**src/power_monitor_cfg.svh**
```systemverilog
/*
  Constants of the power monitor system register bank: port decode,
  pointer-space addresses, field positions and reset values.
  Assumes it is included by bare name from the files that need it.
*/
// What this block does
// - Pointer changes only by the set-pointer command
// - Status live bits are read-only to writes; a one written to a latched bit clears it
// - Status bits 15 to 13 read zero
// - Bit 12 shows mains detection failure
// - Alert bits 11,10 latch until host clears
// - Bits 9,3 show over-power per channel
// - Bits 8,2 show over-current per channel
// - Bits 7,5 give reactive power sign
// - Bits 6,4 give active power sign
// - Bit 1 latches line surge until cleared
// - Bit 0 latches line sag until cleared
// - Version returns fixed year-month-day-day code
// - Gain codes map 1..32, 110/111 give 1
// - Soft reset forces converter output to zero
// - Shutdown removes biases; clearing restores all
// - Shutdown entered only through the shutdown field
// - Reset field 11 both, 10 ch2, 01 ch1
// - Shutdown field 11 both, 10 ch2, 01 ch1
// - Gain ch2 bits 29:27, ch1 bits 26:24
`ifndef POWER_MONITOR_CFG_SVH
`define POWER_MONITOR_CFG_SVH

`define PORT_SET_POINTER 2'h0
`define PORT_DATA 2'h1

`define ADDR_POINTER 16'h0000
`define ADDR_STATUS 16'h0002
`define ADDR_VERSION 16'h0004
`define ADDR_SYSCFG 16'h00A0

`define BIT_MAINS_DETECT_FAIL 12
`define BIT_ALERT_TWO 11
`define BIT_ALERT_ONE 10
`define BIT_LINE_HIGH 1
`define BIT_LINE_LOW 0
`define STATUS_LATCH_MASK 13'h0C03
`define STATUS_LIVE_MASK 13'h13FC

`define CFG_GAIN2_LSB 27
`define CFG_GAIN1_LSB 24
`define CFG_RESET_LSB 5
`define CFG_SHDN_LSB 3
`define CFG_WRITE_MASK 32'h3F000078
`define CFG_RESET_VAL 32'h1B000000

`endif

```
**src/power_monitor_pkg.sv**
```systemverilog
/*
  Types shared by the register bank and the per-channel control.
  Assumes nothing of its surroundings.
*/
package power_monitor_pkg;
  typedef logic [2:0] gain_code_t;
  typedef logic [23:0] sample_t;
  typedef logic [5:0] gain_mult_t;
  typedef logic [12:0] flag_vec_t;
endpackage : power_monitor_pkg

```
**src/chan_ctl_if.sv**
```systemverilog
/*
  Configuration carried from the register bank to one channel control.
  Assumes the bank drives it and the channel only reads it.
*/
`timescale 1ns/1ps
interface chan_ctl_if;
  power_monitor_pkg::gain_code_t gain_code;
  logic soft_reset;
  logic shutdown;
  modport bank (output gain_code, output soft_reset, output shutdown);
  modport chan (input gain_code, input soft_reset, input shutdown);
endinterface : chan_ctl_if

```
**src/current_channel_ctl.sv**
```systemverilog
/*
  One current channel: gain decode, soft reset zeroing and shutdown
  of the converter. Assumes samples arrive on clk from the converter.
*/
`timescale 1ns/1ps
module current_channel_ctl (
  chan_ctl_if.chan cfg,
  input wire logic clk,
  input wire logic rst_n,
  input wire logic ce,
  input wire power_monitor_pkg::sample_t sample_in,
  output power_monitor_pkg::sample_t sample_out,
  output power_monitor_pkg::gain_mult_t gain_mult,
  output logic [2:0] power_en
);
  function automatic power_monitor_pkg::gain_mult_t gain_of(
    input power_monitor_pkg::gain_code_t code);
    unique case (code)
      3'h0: gain_of = 6'h01;
      3'h1: gain_of = 6'h02;
      3'h2: gain_of = 6'h04;
      3'h3: gain_of = 6'h08;
      3'h4: gain_of = 6'h10;
      3'h5: gain_of = 6'h20;
      default: gain_of = 6'h01;
    endcase
  endfunction : gain_of

  wire power_monitor_pkg::gain_mult_t next_gain_mult = gain_of(cfg.gain_code);
  // Soft reset keeps the converter running but blanks its result
  wire power_monitor_pkg::sample_t next_sample_out =
    (cfg.soft_reset || cfg.shutdown) ? 24'h000000 : sample_in;
  // Bit 2 digital, bit 1 clock, bit 0 analog bias
  wire [2:0] next_power_en = cfg.shutdown ? 3'h0 : 3'h7;

  always_ff @(posedge clk)
  begin
    if (!rst_n)
    begin
      sample_out <= 24'h000000;
      gain_mult <= 6'h08;
      power_en <= 3'h7;
    end
    else if (ce)
    begin
      sample_out <= next_sample_out;
      gain_mult <= next_gain_mult;
      power_en <= next_power_en;
    end
  end
endmodule : current_channel_ctl

```
**src/power_monitor_status_config_regs.sv**
```systemverilog
/*
  System register bank of a dual-channel power monitor: address pointer,
  status word with latched alerts, engine date code and the system
  configuration word with gain, soft reset and shutdown per channel.
  Assumes a command interpreter on clk drives the register port and
  that the flag sources come from outside the clock domain.
*/
`timescale 1ns/1ps
`include "power_monitor_cfg.svh"
module power_monitor_status_config_regs #(
  // Arbitrary neutral date code, year A, month 1, day 01
  parameter logic [15:0] ENGINE_DATE = 16'hA101
) (
  input wire logic clk,
  input wire logic rst_n,
  input wire logic ce,
  input wire logic [1:0] reg_addr,
  input wire logic [31:0] reg_wdata,
  input wire logic reg_wr,
  input wire logic reg_rd,
  output logic [31:0] reg_rdata,
  input wire power_monitor_pkg::flag_vec_t flag_src,
  input wire power_monitor_pkg::sample_t sample_ch1,
  input wire power_monitor_pkg::sample_t sample_ch2,
  output power_monitor_pkg::sample_t conv_out_ch1,
  output power_monitor_pkg::sample_t conv_out_ch2,
  output power_monitor_pkg::gain_mult_t gain_ch1,
  output power_monitor_pkg::gain_mult_t gain_ch2,
  output logic [2:0] power_en_ch1,
  output logic [2:0] power_en_ch2,
  output logic [15:0] pointer_out
);
  logic [15:0] register_pointer;
  power_monitor_pkg::flag_vec_t flag_meta;
  power_monitor_pkg::flag_vec_t flag_sync;
  power_monitor_pkg::flag_vec_t flag_latched;
  logic [31:0] sysconfig;

  chan_ctl_if ch1_if ();
  chan_ctl_if ch2_if ();

  // Pointer-space address match, used by reads and writes alike
  function automatic logic hit(input logic [15:0] ptr,
    input logic [15:0] target);
    hit = (ptr == target);
  endfunction : hit

  // Port decode: address 0 sets the pointer, address 1 reaches data, addresses 2 and 3 reach nothing
  wire cmd_set_ptr = reg_wr && (reg_addr == `PORT_SET_POINTER);
  wire data_wr = reg_wr && (reg_addr == `PORT_DATA);
  wire data_rd = reg_rd && (reg_addr == `PORT_DATA);
  wire ptr_rd = reg_rd && (reg_addr == `PORT_SET_POINTER);

  // Every data access goes to the word that the pointer selects
  wire sel_status = hit(register_pointer, `ADDR_STATUS);
  wire sel_version = hit(register_pointer, `ADDR_VERSION);
  wire sel_syscfg = hit(register_pointer, `ADDR_SYSCFG);
  wire wr_status = data_wr && sel_status;
  wire wr_syscfg = data_wr && sel_syscfg;

  wire [15:0] next_pointer = reg_wdata[15:0];

  // Writing a one to a latched bit clears it; live bits ignore writes
  wire [12:0] clear_req = wr_status ?
    (reg_wdata[12:0] & `STATUS_LATCH_MASK) : 13'h0000;
  // A new detection in the clearing cycle keeps the bit set
  wire [12:0] next_latched = (flag_latched & ~clear_req) |
    (flag_sync & `STATUS_LATCH_MASK);

  // Status word: latched alerts, live pin and algorithm states
  wire [15:0] system_flags = {3'h0,
    (flag_sync & `STATUS_LIVE_MASK) | flag_latched};
  // Over-current and both power signs pass through as live bits
  wire live_tags_unused = 1'b0;

  wire [31:0] next_sysconfig = reg_wdata & `CFG_WRITE_MASK;

  wire [31:0] data_word =
    sel_status ? {16'h0000, system_flags} :
    sel_version ? {16'h0000, ENGINE_DATE} :
    sel_syscfg ? sysconfig :
    32'h00000000;

  // Read data stand only in the cycle after the read strobe
  wire [31:0] next_rdata =
    data_rd ? data_word :
    ptr_rd ? {16'h0000, register_pointer} :
    32'h00000000;

  always_ff @(posedge clk)
  begin
    if (!rst_n)
    begin
      flag_meta <= 13'h0000;
      flag_sync <= 13'h0000;
    end
    else if (ce)
    begin
      flag_meta <= flag_src;
      flag_sync <= flag_meta;
    end
  end

  always_ff @(posedge clk)
  begin
    if (!rst_n)
      register_pointer <= 16'h0000;
    else if (ce && cmd_set_ptr)
      register_pointer <= next_pointer;
  end

  always_ff @(posedge clk)
  begin
    if (!rst_n)
      flag_latched <= 13'h0000;
    else if (ce)
      flag_latched <= next_latched;
  end

  always_ff @(posedge clk)
  begin
    if (!rst_n)
      sysconfig <= `CFG_RESET_VAL;
    else if (ce && wr_syscfg)
      sysconfig <= next_sysconfig;
  end

  always_ff @(posedge clk)
  begin
    if (!rst_n)
    begin
      reg_rdata <= 32'h00000000;
      pointer_out <= 16'h0000;
    end
    else if (ce)
    begin
      reg_rdata <= next_rdata;
      pointer_out <= register_pointer;
    end
  end

  // Field split: low bit of each two-bit field is channel 1
  assign ch1_if.gain_code = sysconfig[`CFG_GAIN1_LSB +: 3];
  assign ch2_if.gain_code = sysconfig[`CFG_GAIN2_LSB +: 3];
  assign ch1_if.soft_reset = sysconfig[`CFG_RESET_LSB];
  assign ch2_if.soft_reset = sysconfig[`CFG_RESET_LSB + 1];
  assign ch1_if.shutdown = sysconfig[`CFG_SHDN_LSB];
  assign ch2_if.shutdown = sysconfig[`CFG_SHDN_LSB + 1];

  current_channel_ctl ch1_ctl (
    .cfg(ch1_if.chan),
    .clk(clk),
    .rst_n(rst_n),
    .ce(ce),
    .sample_in(sample_ch1),
    .sample_out(conv_out_ch1),
    .gain_mult(gain_ch1),
    .power_en(power_en_ch1)
  );

  current_channel_ctl ch2_ctl (
    .cfg(ch2_if.chan),
    .clk(clk),
    .rst_n(rst_n),
    .ce(ce),
    .sample_in(sample_ch2),
    .sample_out(conv_out_ch2),
    .gain_mult(gain_ch2),
    .power_en(power_en_ch2)
  );
endmodule : power_monitor_status_config_regs

```
**config.mk**
```make
export PLATFORM = sky130hd
export DESIGN_NAME = power_monitor_status_config_regs
export DESIGN_NICKNAME = d
export VERILOG_FILES = /design/src/power_monitor_pkg.sv /design/src/chan_ctl_if.sv /design/src/current_channel_ctl.sv /design/src/power_monitor_status_config_regs.sv
export VERILOG_INCLUDE_DIRS = /design/src
export SDC_FILE = /design/constraint.sdc
export NUM_CORES = 1
export LEC_CHECK = 0
export ABC_AREA = 1
export BUFFER_PORTS_ARGS = -buffer_cell sky130_fd_sc_hd__buf_2
export CORE_MARGIN = 5
export CORE_UTILIZATION = 50
export CTS_CLUSTER_DIAMETER = 60
export DETAILED_ROUTE_END_ITERATION = 8
export PLACE_DENSITY = 0.89
export SLEW_MARGIN = 15
export SYNTH_ARGS = -nofsm -noshare
export SYNTH_HDL_FRONTEND = slang
export SYNTH_SLANG_ARGS = --single-unit
```
**constraint.sdc**
```tcl
create_clock -name clk -period 1.9 [get_ports clk]
set_clock_uncertainty 0.2 [all_clocks]
set_input_delay 0.19 -clock clk [delete_from_list [all_inputs] [get_ports clk]]
set_output_delay 0.19 -clock clk [all_outputs]
set_load 0.01 [all_outputs]
```
==> metrics.md, run 1 <==
| Metric | Value |
|---|---|
| Clock sink count | around 160 |
| XOR/XNOR Fraction of Synth Area | 0 |
| Initial Util | 0.5070 |
| IO buf count | 193 |
| Simple-gate area share of the yosys netlist | 0.2287 |
| CTS tree | built |
| Crit Path Class | flop to flop |
| Crit end category | flop |
| Crit-path cells | nor2_1 -> nand2_1 -> nor2_4 -> nand2_4 -> nor3_2 -> nand2_1 -> nand3_1 |
| Commonest cells post-synth | dfxtp_1, nand2_1, a21oi_1 |
| Post-CTS Setup Bufs | 0 |
| Die extent in x | 119.9 µm |
| Vias in the first global route | 6,031 |
| Adder-Cell Fraction of Synth Area | 0 |
| Final hold slack | 0.03895 ns |
| First-pass GRT wire length | between 20,000 and 30,000 µm |
| Maximum fanout along the worst path | 11 |
| CTS root buffer | clkbuf_16 |
| Floorplan core area | 0.01191 mm² |
| Post-DP HPWL | approximately 12,000 µm |
| Clock latency on the worst-skew pair | 0.42 ns |
| Nets | approximately 1,100 |
| Synthesis-to-layout area growth | 40.27% |
| Seq/Total Area, Yosys | 0.5171 |
| I/O pin count | 214 |
| Slew Viols, Final | 0 |
| CP peak stage delay | 0.34 ns |
| TritonCTS buffer count | 17 |
| GPL Wtd Cong | 0.9292 |
| Flops & latches, synth | 156 |
| Antenna viol nets, final | 0 |
| Largest area contributor in the netlist | dfxtp_1 |
| Synthesized area | 0.006040 mm² |
| Initial antenna violation count | 1 |
| Syn Inst Count | 782 |
| Hold Path Stages | 5 |
| Average size of a mapped cell | a little under 8 µm² |
| DR WL/cell | 15.34 µm |
| Most used cell, CP | nand2_1 |
| CP arrival | approximately 1.9 ns |
| Required time of the critical path | 2.06 ns |
| Largest net degree at the start of global routing | 59 |
| Min Tclk post-route | approximately 1.7 ns |
| Setup crit start kind | flop |
| GRT Total Usage | 0.2485 |
| Status | complete, no violations |
| Drt via density | 5.279 |
| CP max stage cell | dfxtp_1 |
| R2R Path Start | register_pointer[12] |
| Most frequent cell after synthesis | dfxtp_1 |
| DRC viols | 0 |
| Reg2Reg Depth | 7 |
| Post-Route Setup TNS | 0 ns |
| Yosys warns | 0 |
| Worst hold endpoint | sysconfig[24] |
| Mux share of post-synthesis cell area | 0 |
| R2R Setup Slk | ~0.16 ns |
| Grt total ovfl | 0 |
| Peak VDD IR | 0.0005258 V |
| Final setup fails | 0 |
| Rows | 40 |
| Total Routed Length | roughly 18,000 µm |
| RSZ-0062 raised after global routing | false |
| Fin. Hold Viols | 0 |
| Unique masters post-synth | 29 |
| Largest cells by area after synthesis | dfxtp_1, a21oi_1, nand2_1 |
| Max Cap Viol | 0 |
| Leakage | between 0.003 and 0.004 µW |
| Largest family of logic cells by synthesized area | simple AND/OR/NAND/NOR gates |
| First drt pass iteration count | 6 |
| Fraction of layout cells with a size suffix above 1 | 0.2462 |
| Top-area cell type share of the netlist area | 0.5171 |
| Post-synth ARST share | 0 |
| Die ar. | ~0.014 mm² |
| Top FF cell, synth | dfxtp_1 |
| Post-synth EDFFs | 0 |
| Die span in y | 119.9 µm |
| Clock transition at the registers of the reported paths | 0.06 ns |
| CTS H-tree depth | 4 |
| CTS Buffer Depth | 2 |
| Final Cycle Share | 0.9158 |
| Synth Area in Compound Gates | 0.1724 |
| Worst r2r dst | sysconfig[27] |
| Fmax | 574.7 MHz |
| Vias after detailed routing | 6,330 |
| Power per standard cell area | just under 900 mW/mm² |
| Initial drt markers | 756 |
| Antenna Cells | 0 |
| HP Class | input pin to flop |
| HP Start | reg_wr |
## stage by stage
stage | worst slack, ns | utilization | std cells | cell area, µm² | power [µW]
after floorplan | 0.4509 | - | 791 | 6073 | 3959
after detailed placement | 0.1196 | 0.5921 | 1085 | 7053 | 4236
after global routing | 0.01037 | 0.7112 | 1199 | 8472 | 7735
final | 0.1599 | 0.7112 | 1199 | 8472 | 7458
after CTS | 0.1009 | 0.7106 | 1199 | 8464 | 7481
after global placement | 0.2038 | 0.5921 | 1085 | 7053 | 4216
## repair_timing
action,CTS,global route
hold buffers,87,0
hold endpoints to repair,94,0
gates resized for setup,0,1
setup endpoints to repair,0,6
## critical path: cells and delay by family (launching register included)
| kind | cells | cell delay (ns) |
|---|---|---|
| DFF | 1 | 0.34 |
| and+or+nand+nor | 7 | 1.15 |
## power by group
| group | switching, µW | internal, µW |
|---|---|---|
| sequential | 72.8 | 3410 |
| combinational | 462 | 385 |
| clock | 1190 | 1940 |
## registers in the layout, summed over array words and instances, names as in the netlist, 10 cells and up
register,count
ch1_ctl.sample_out,24
ch2_ctl.sample_out,24
flag_meta,13
flag_sync,13
pointer_out,16
reg_rdata,22
register_pointer,16
sysconfig,10
## logic make-up (layout without fill, tap and decap cells)
family                 Yosys count  count (layout)
other                            1              10
and+or+nand+nor                319             319
DFF                            156             156
AOI/OAI and AO/OA              202             202
buffers and inverters          104             365
## worst max-delay path by stage
stage / start / endpoint / slack, ns / cells after the start
floorplan: register_pointer[11] / sysconfig[28] / 0.45 / 7
global placement: register_pointer[11] / sysconfig[26] / 0.20 / 6
detailed placement: register_pointer[12] / sysconfig[6] / 0.12 / 6
CTS: register_pointer[12] / sysconfig[3] / 0.10 / 6
global route: register_pointer[11] / sysconfig[27] / 0.01 / 7
finish: register_pointer[12] / sysconfig[27] / 0.16 / 7
## per-layer routing
metal | part of all wire | GRT usage
met5 | 0.00071 | 0
met4 | 0.029 | 0.1124
met3 | 0.070 | 0.06032
met2 | 0.49 | 0.4187
met1 | 0.41 | 0.2998
## area by class of cell
type | instances | area (µm²)
fill | 904 | 3440
sequential | 156 | 3123
multi-input combinational | 531 | 2467
timing repair buffer | 300 | 2012
clock buffer | 25 | 505.5
tap | 147 | 183.9
inverter | 38 | 145.1
clock inverter | 2 | 35.03
## cells in the final DEF (no fill, tap or decap), drive strengths merged
cell         instances
buf                213
dfxtp              156
nand2              126
nor2               110
a21oi              108
dlygate4sd3         87
o21ai               83
nand3               72
inv                 36
clkbuf              25
conb                10
a211oi               7
nand4                7
nor3                 4
clkinv               3
a211o                2
o31ai                2
bufinv               1
No activity file was read; power rests on OpenSTA's default activity.
==> run 2: changes to the inputs <==
- CORE_UTILIZATION: 50 -> 43
- PLACE_DENSITY: 0.89 -> 0.8
==> run 2 against run 1 <==
Effect of this change: setup slack improved by 0.027 ns; total power up 3.2%; first-iteration DRC count fell by 49%; fmax rose by 1.6%; global-route usage shrank 3.0 points; count of clock-buffer cells in the layout rose by 2; final cell count rose by 3.1%; sequential share of layout area decreased by 0.43 points; critical path depth is the same; non-clock buffer count down 3; core utilization decreased by 9.1 points; highest routed layer is now met4.
==> metrics.md, run 2 (synthesized netlist as in run 1, its figures left out) <==
| Metric | Value |
|---|---|
| Crit-path cells | nor2_1 -> nand2_1 -> nor2_2 -> nand2_4 -> nor3_2 -> nand2_1 -> nand3_1 (was nor2_1 -> nand2_1 -> nor2_4 -> nand2_4 -> nor3_2 -> nand2_1 -> nand3_1) |
| DRC viols | 0 (unchanged) |
| CP arrival | 1.87 ns (was 1.90 ns) |
| Total internal power | 5911 µW (was 5735 µW) |
| Reg2Reg Depth | 7 (unchanged) |
| Status | complete, no violations (unchanged) |
| Maximum fanout along the worst path | 11 (unchanged) |
| RSZ-0062 raised after global routing | false (unchanged) |
| DR WL/cell | 14.76 µm (was 15.34 µm) |
| Nets | 1,141 (was 1,144) |
| Hold Path Stages | 5 (unchanged) |
| R2R Setup Slk | 0.19 ns (was 0.16 ns) |
| R2R Path Start | register_pointer[4] (was register_pointer[12]) |
| Commonest non-fill, non-tap cells in the layout | buf_2, dfxtp_1, nand2_1, a21oi_1, nor2_1 (unchanged) |
| Sequential share of power | 0.452 (was 0.467) |
| CP peak stage delay | 0.32 ns (was 0.34 ns) |
| HP Class | input pin to flop (unchanged) |
| Vias in the first global route | 5,859 (was 6,031) |
| Antenna viol nets, final | 0 (unchanged) |
| Grt total ovfl | 0 (unchanged) |
| Vias after detailed routing | 6,174 (was 6,330) |
| Final setup fails | 0 (unchanged) |
| Combinational share of power | 0.110 (was 0.113) |
| Drt via density | 4.995 (was 5.279) |
| Die ar. | 0.01652 mm² (was 0.01438 mm²) |
| Fmax | 583.9 MHz (was 574.7 MHz) |
| IO buf count | 193 (unchanged) |
| Final Cell Area | 0.008571 mm² (was 0.008472 mm²) |
| CP max stage cell | dfxtp_1 (unchanged) |
| Rows | 43 (was 40) |
| Required time of the critical path | 2.06 ns (about the same) |
| I/O pin count | 214 (unchanged) |
| Clock latency on the worst-skew pair | 0.42 ns (about the same) |
| First-pass GRT wire length | 28,840 µm (was 28,960 µm) |
| Initial antenna violation count | 0 (was 1) |
| Regs by FF count | ch1_ctl.sample_out x24, ch2_ctl.sample_out x24, reg_rdata x22 (unchanged) |
| Synthesis-to-layout area growth | 41.91% (was 40.27%) |
| Die extent in x | 128.5 µm (was 119.9 µm) |
| Max Cap Viol | 0 (unchanged) |
| Leakage | 0.003825 µW (was 0.003814 µW) |
| Floorplan core area | 0.01383 mm² (was 0.01191 mm²) |
| Largest net degree at the start of global routing | 54 (was 59) |
| Post-DP HPWL | 11,760 µm (was 11,640 µm) |
| Peak VDD IR | 0.0006257 V (was 0.0005258 V) |
| Final Cycle Share | 0.9014 (was 0.9158) |
| Worst hold endpoint | sysconfig[28] (was sysconfig[24]) |
| Worst r2r dst | sysconfig[27] (unchanged) |
| Crit end category | flop (unchanged) |
| CTS tree | built (unchanged) |
| HP Start | reg_wr (unchanged) |
| Placed Instance Area | 0.007104 mm² (was 0.007053 mm²) |
| Most used cell, CP | nand2_1 (unchanged) |
| Post-Route Setup TNS | 0 ns (unchanged) |
| Critical Path Start | register_pointer[4] (was register_pointer[12]) |
| Setup crit start kind | flop (unchanged) |
| Switching pwr | 1788 µW (was 1723 µW) |
| Critical path's top delay family | simple AND/OR/NAND/NOR gates (unchanged) |
| Clock sink count | 156 (unchanged) |
| Power per standard cell area | 898.2 mW/mm² (was 880.3 mW/mm²) |
| TritonCTS buffer count | 17 (unchanged) |
| Most common cell after layout, fill and taps aside | buf_2 (unchanged) |
| CTS H-tree depth | 4 (unchanged) |
| CTS root buffer | clkbuf_16 (unchanged) |
| Worst path bufs/invs | 0 (unchanged) |
| GPL Wtd Cong | 0.8503 (was 0.9292) |
| Sw Share | 0.2322 (was 0.2310) |
| Crit Path Class | flop to flop (unchanged) |
| Clock transition at the registers of the reported paths | 0.06 ns (about the same) |
| Initial drt markers | 384 (was 756) |
| Die span in y | 128.5 µm (was 119.9 µm) |
| Total Routed Length | 18,240 µm (was 18,390 µm) |
| CTS Buffer Depth | 2 (unchanged) |
| Min Tclk post-route | 1.713 ns (was 1.740 ns) |
| Fin. Hold Viols | 0 (unchanged) |
| Path length in cells of the critical path | 7 (unchanged) |
| Clock share of power | 0.437 (was 0.419) |
| Slew Viols, Final | 0 (unchanged) |
| First drt pass iteration count | 5 (was 6) |
| Fraction of layout cells with a size suffix above 1 | 0.2467 (was 0.2462) |
| Initial Util | 0.4368 (was 0.5070) |
| GRT Total Usage | 0.2184 (was 0.2485) |
-- run 2: worst max path at each step --
stage,to
finish,sysconfig[27]
global route,sysconfig[24]
CTS,sysconfig[26]
detailed placement,sysconfig[4]
global placement,sysconfig[26]
floorplan,sysconfig[28]
-- run 2: area by class of cell --
cell class,instances,area (µm²)
Antenna cell,2,5.005
Clock buffer,27,513.0
Clock inverter,5,80.08
Fill cell,1210,5256
Inverter,38,145.1
Multi-Input combinational cell,531,2467
Sequential cell,156,3123
Tap cell,180,225.2
Timing Repair Buffer,297,2012
-- run 2: tightest hold or removal path, stage by stage --
cell and delay [ns]:
buf_2 0.11, nand3_1 0.12, nor3_2 0.08, nand2_1 0.06, nand3_1 0.05
-- run 2: through the flow --
step                instances  setup WS [ns]  power [µW]  hold WS (ns)  utilization
floorplan                 791         0.4509        3959        0.1032            -
global placement         1116         0.2086        4233        0.1936       0.5138
detailed placement       1116         0.1280        4244        0.1952       0.5138
CTS                      1234         0.1342        7732       0.03720       0.6189
global route             1234       0.003263        8007       0.07482       0.6195
finish                   1236         0.1873        7698       0.04653       0.6199
-- run 2: metal layers --
metal | wire length (µm) | vias up | global-route usage
li1 | - | 3095 | -
met1 | 7885 | 2805 | 0.2785
met2 | 8592 | 227 | 0.3460
met3 | 1141 | 47 | 0.06227
met4 | 625 | 0 | 0.09574
met5 | 0 | - | 0
-- run 2: power groups by stage --
stage	clock [µW]	combinational, µW	sequential, µW
after detailed placement	0	693	3550
after global placement	0	687	3550
after global routing	3570	936	3500
final	3370	848	3480
after CTS	3420	835	3480
after floorplan	0	375	3580
-- run 2: what timing repair did --
item,CTS,global route
buffers inserted,0,0
gates resized for setup,0,1
hold endpoints to repair,93,0
endpoints found under the setup margin,0,6
hold buffers,86,0
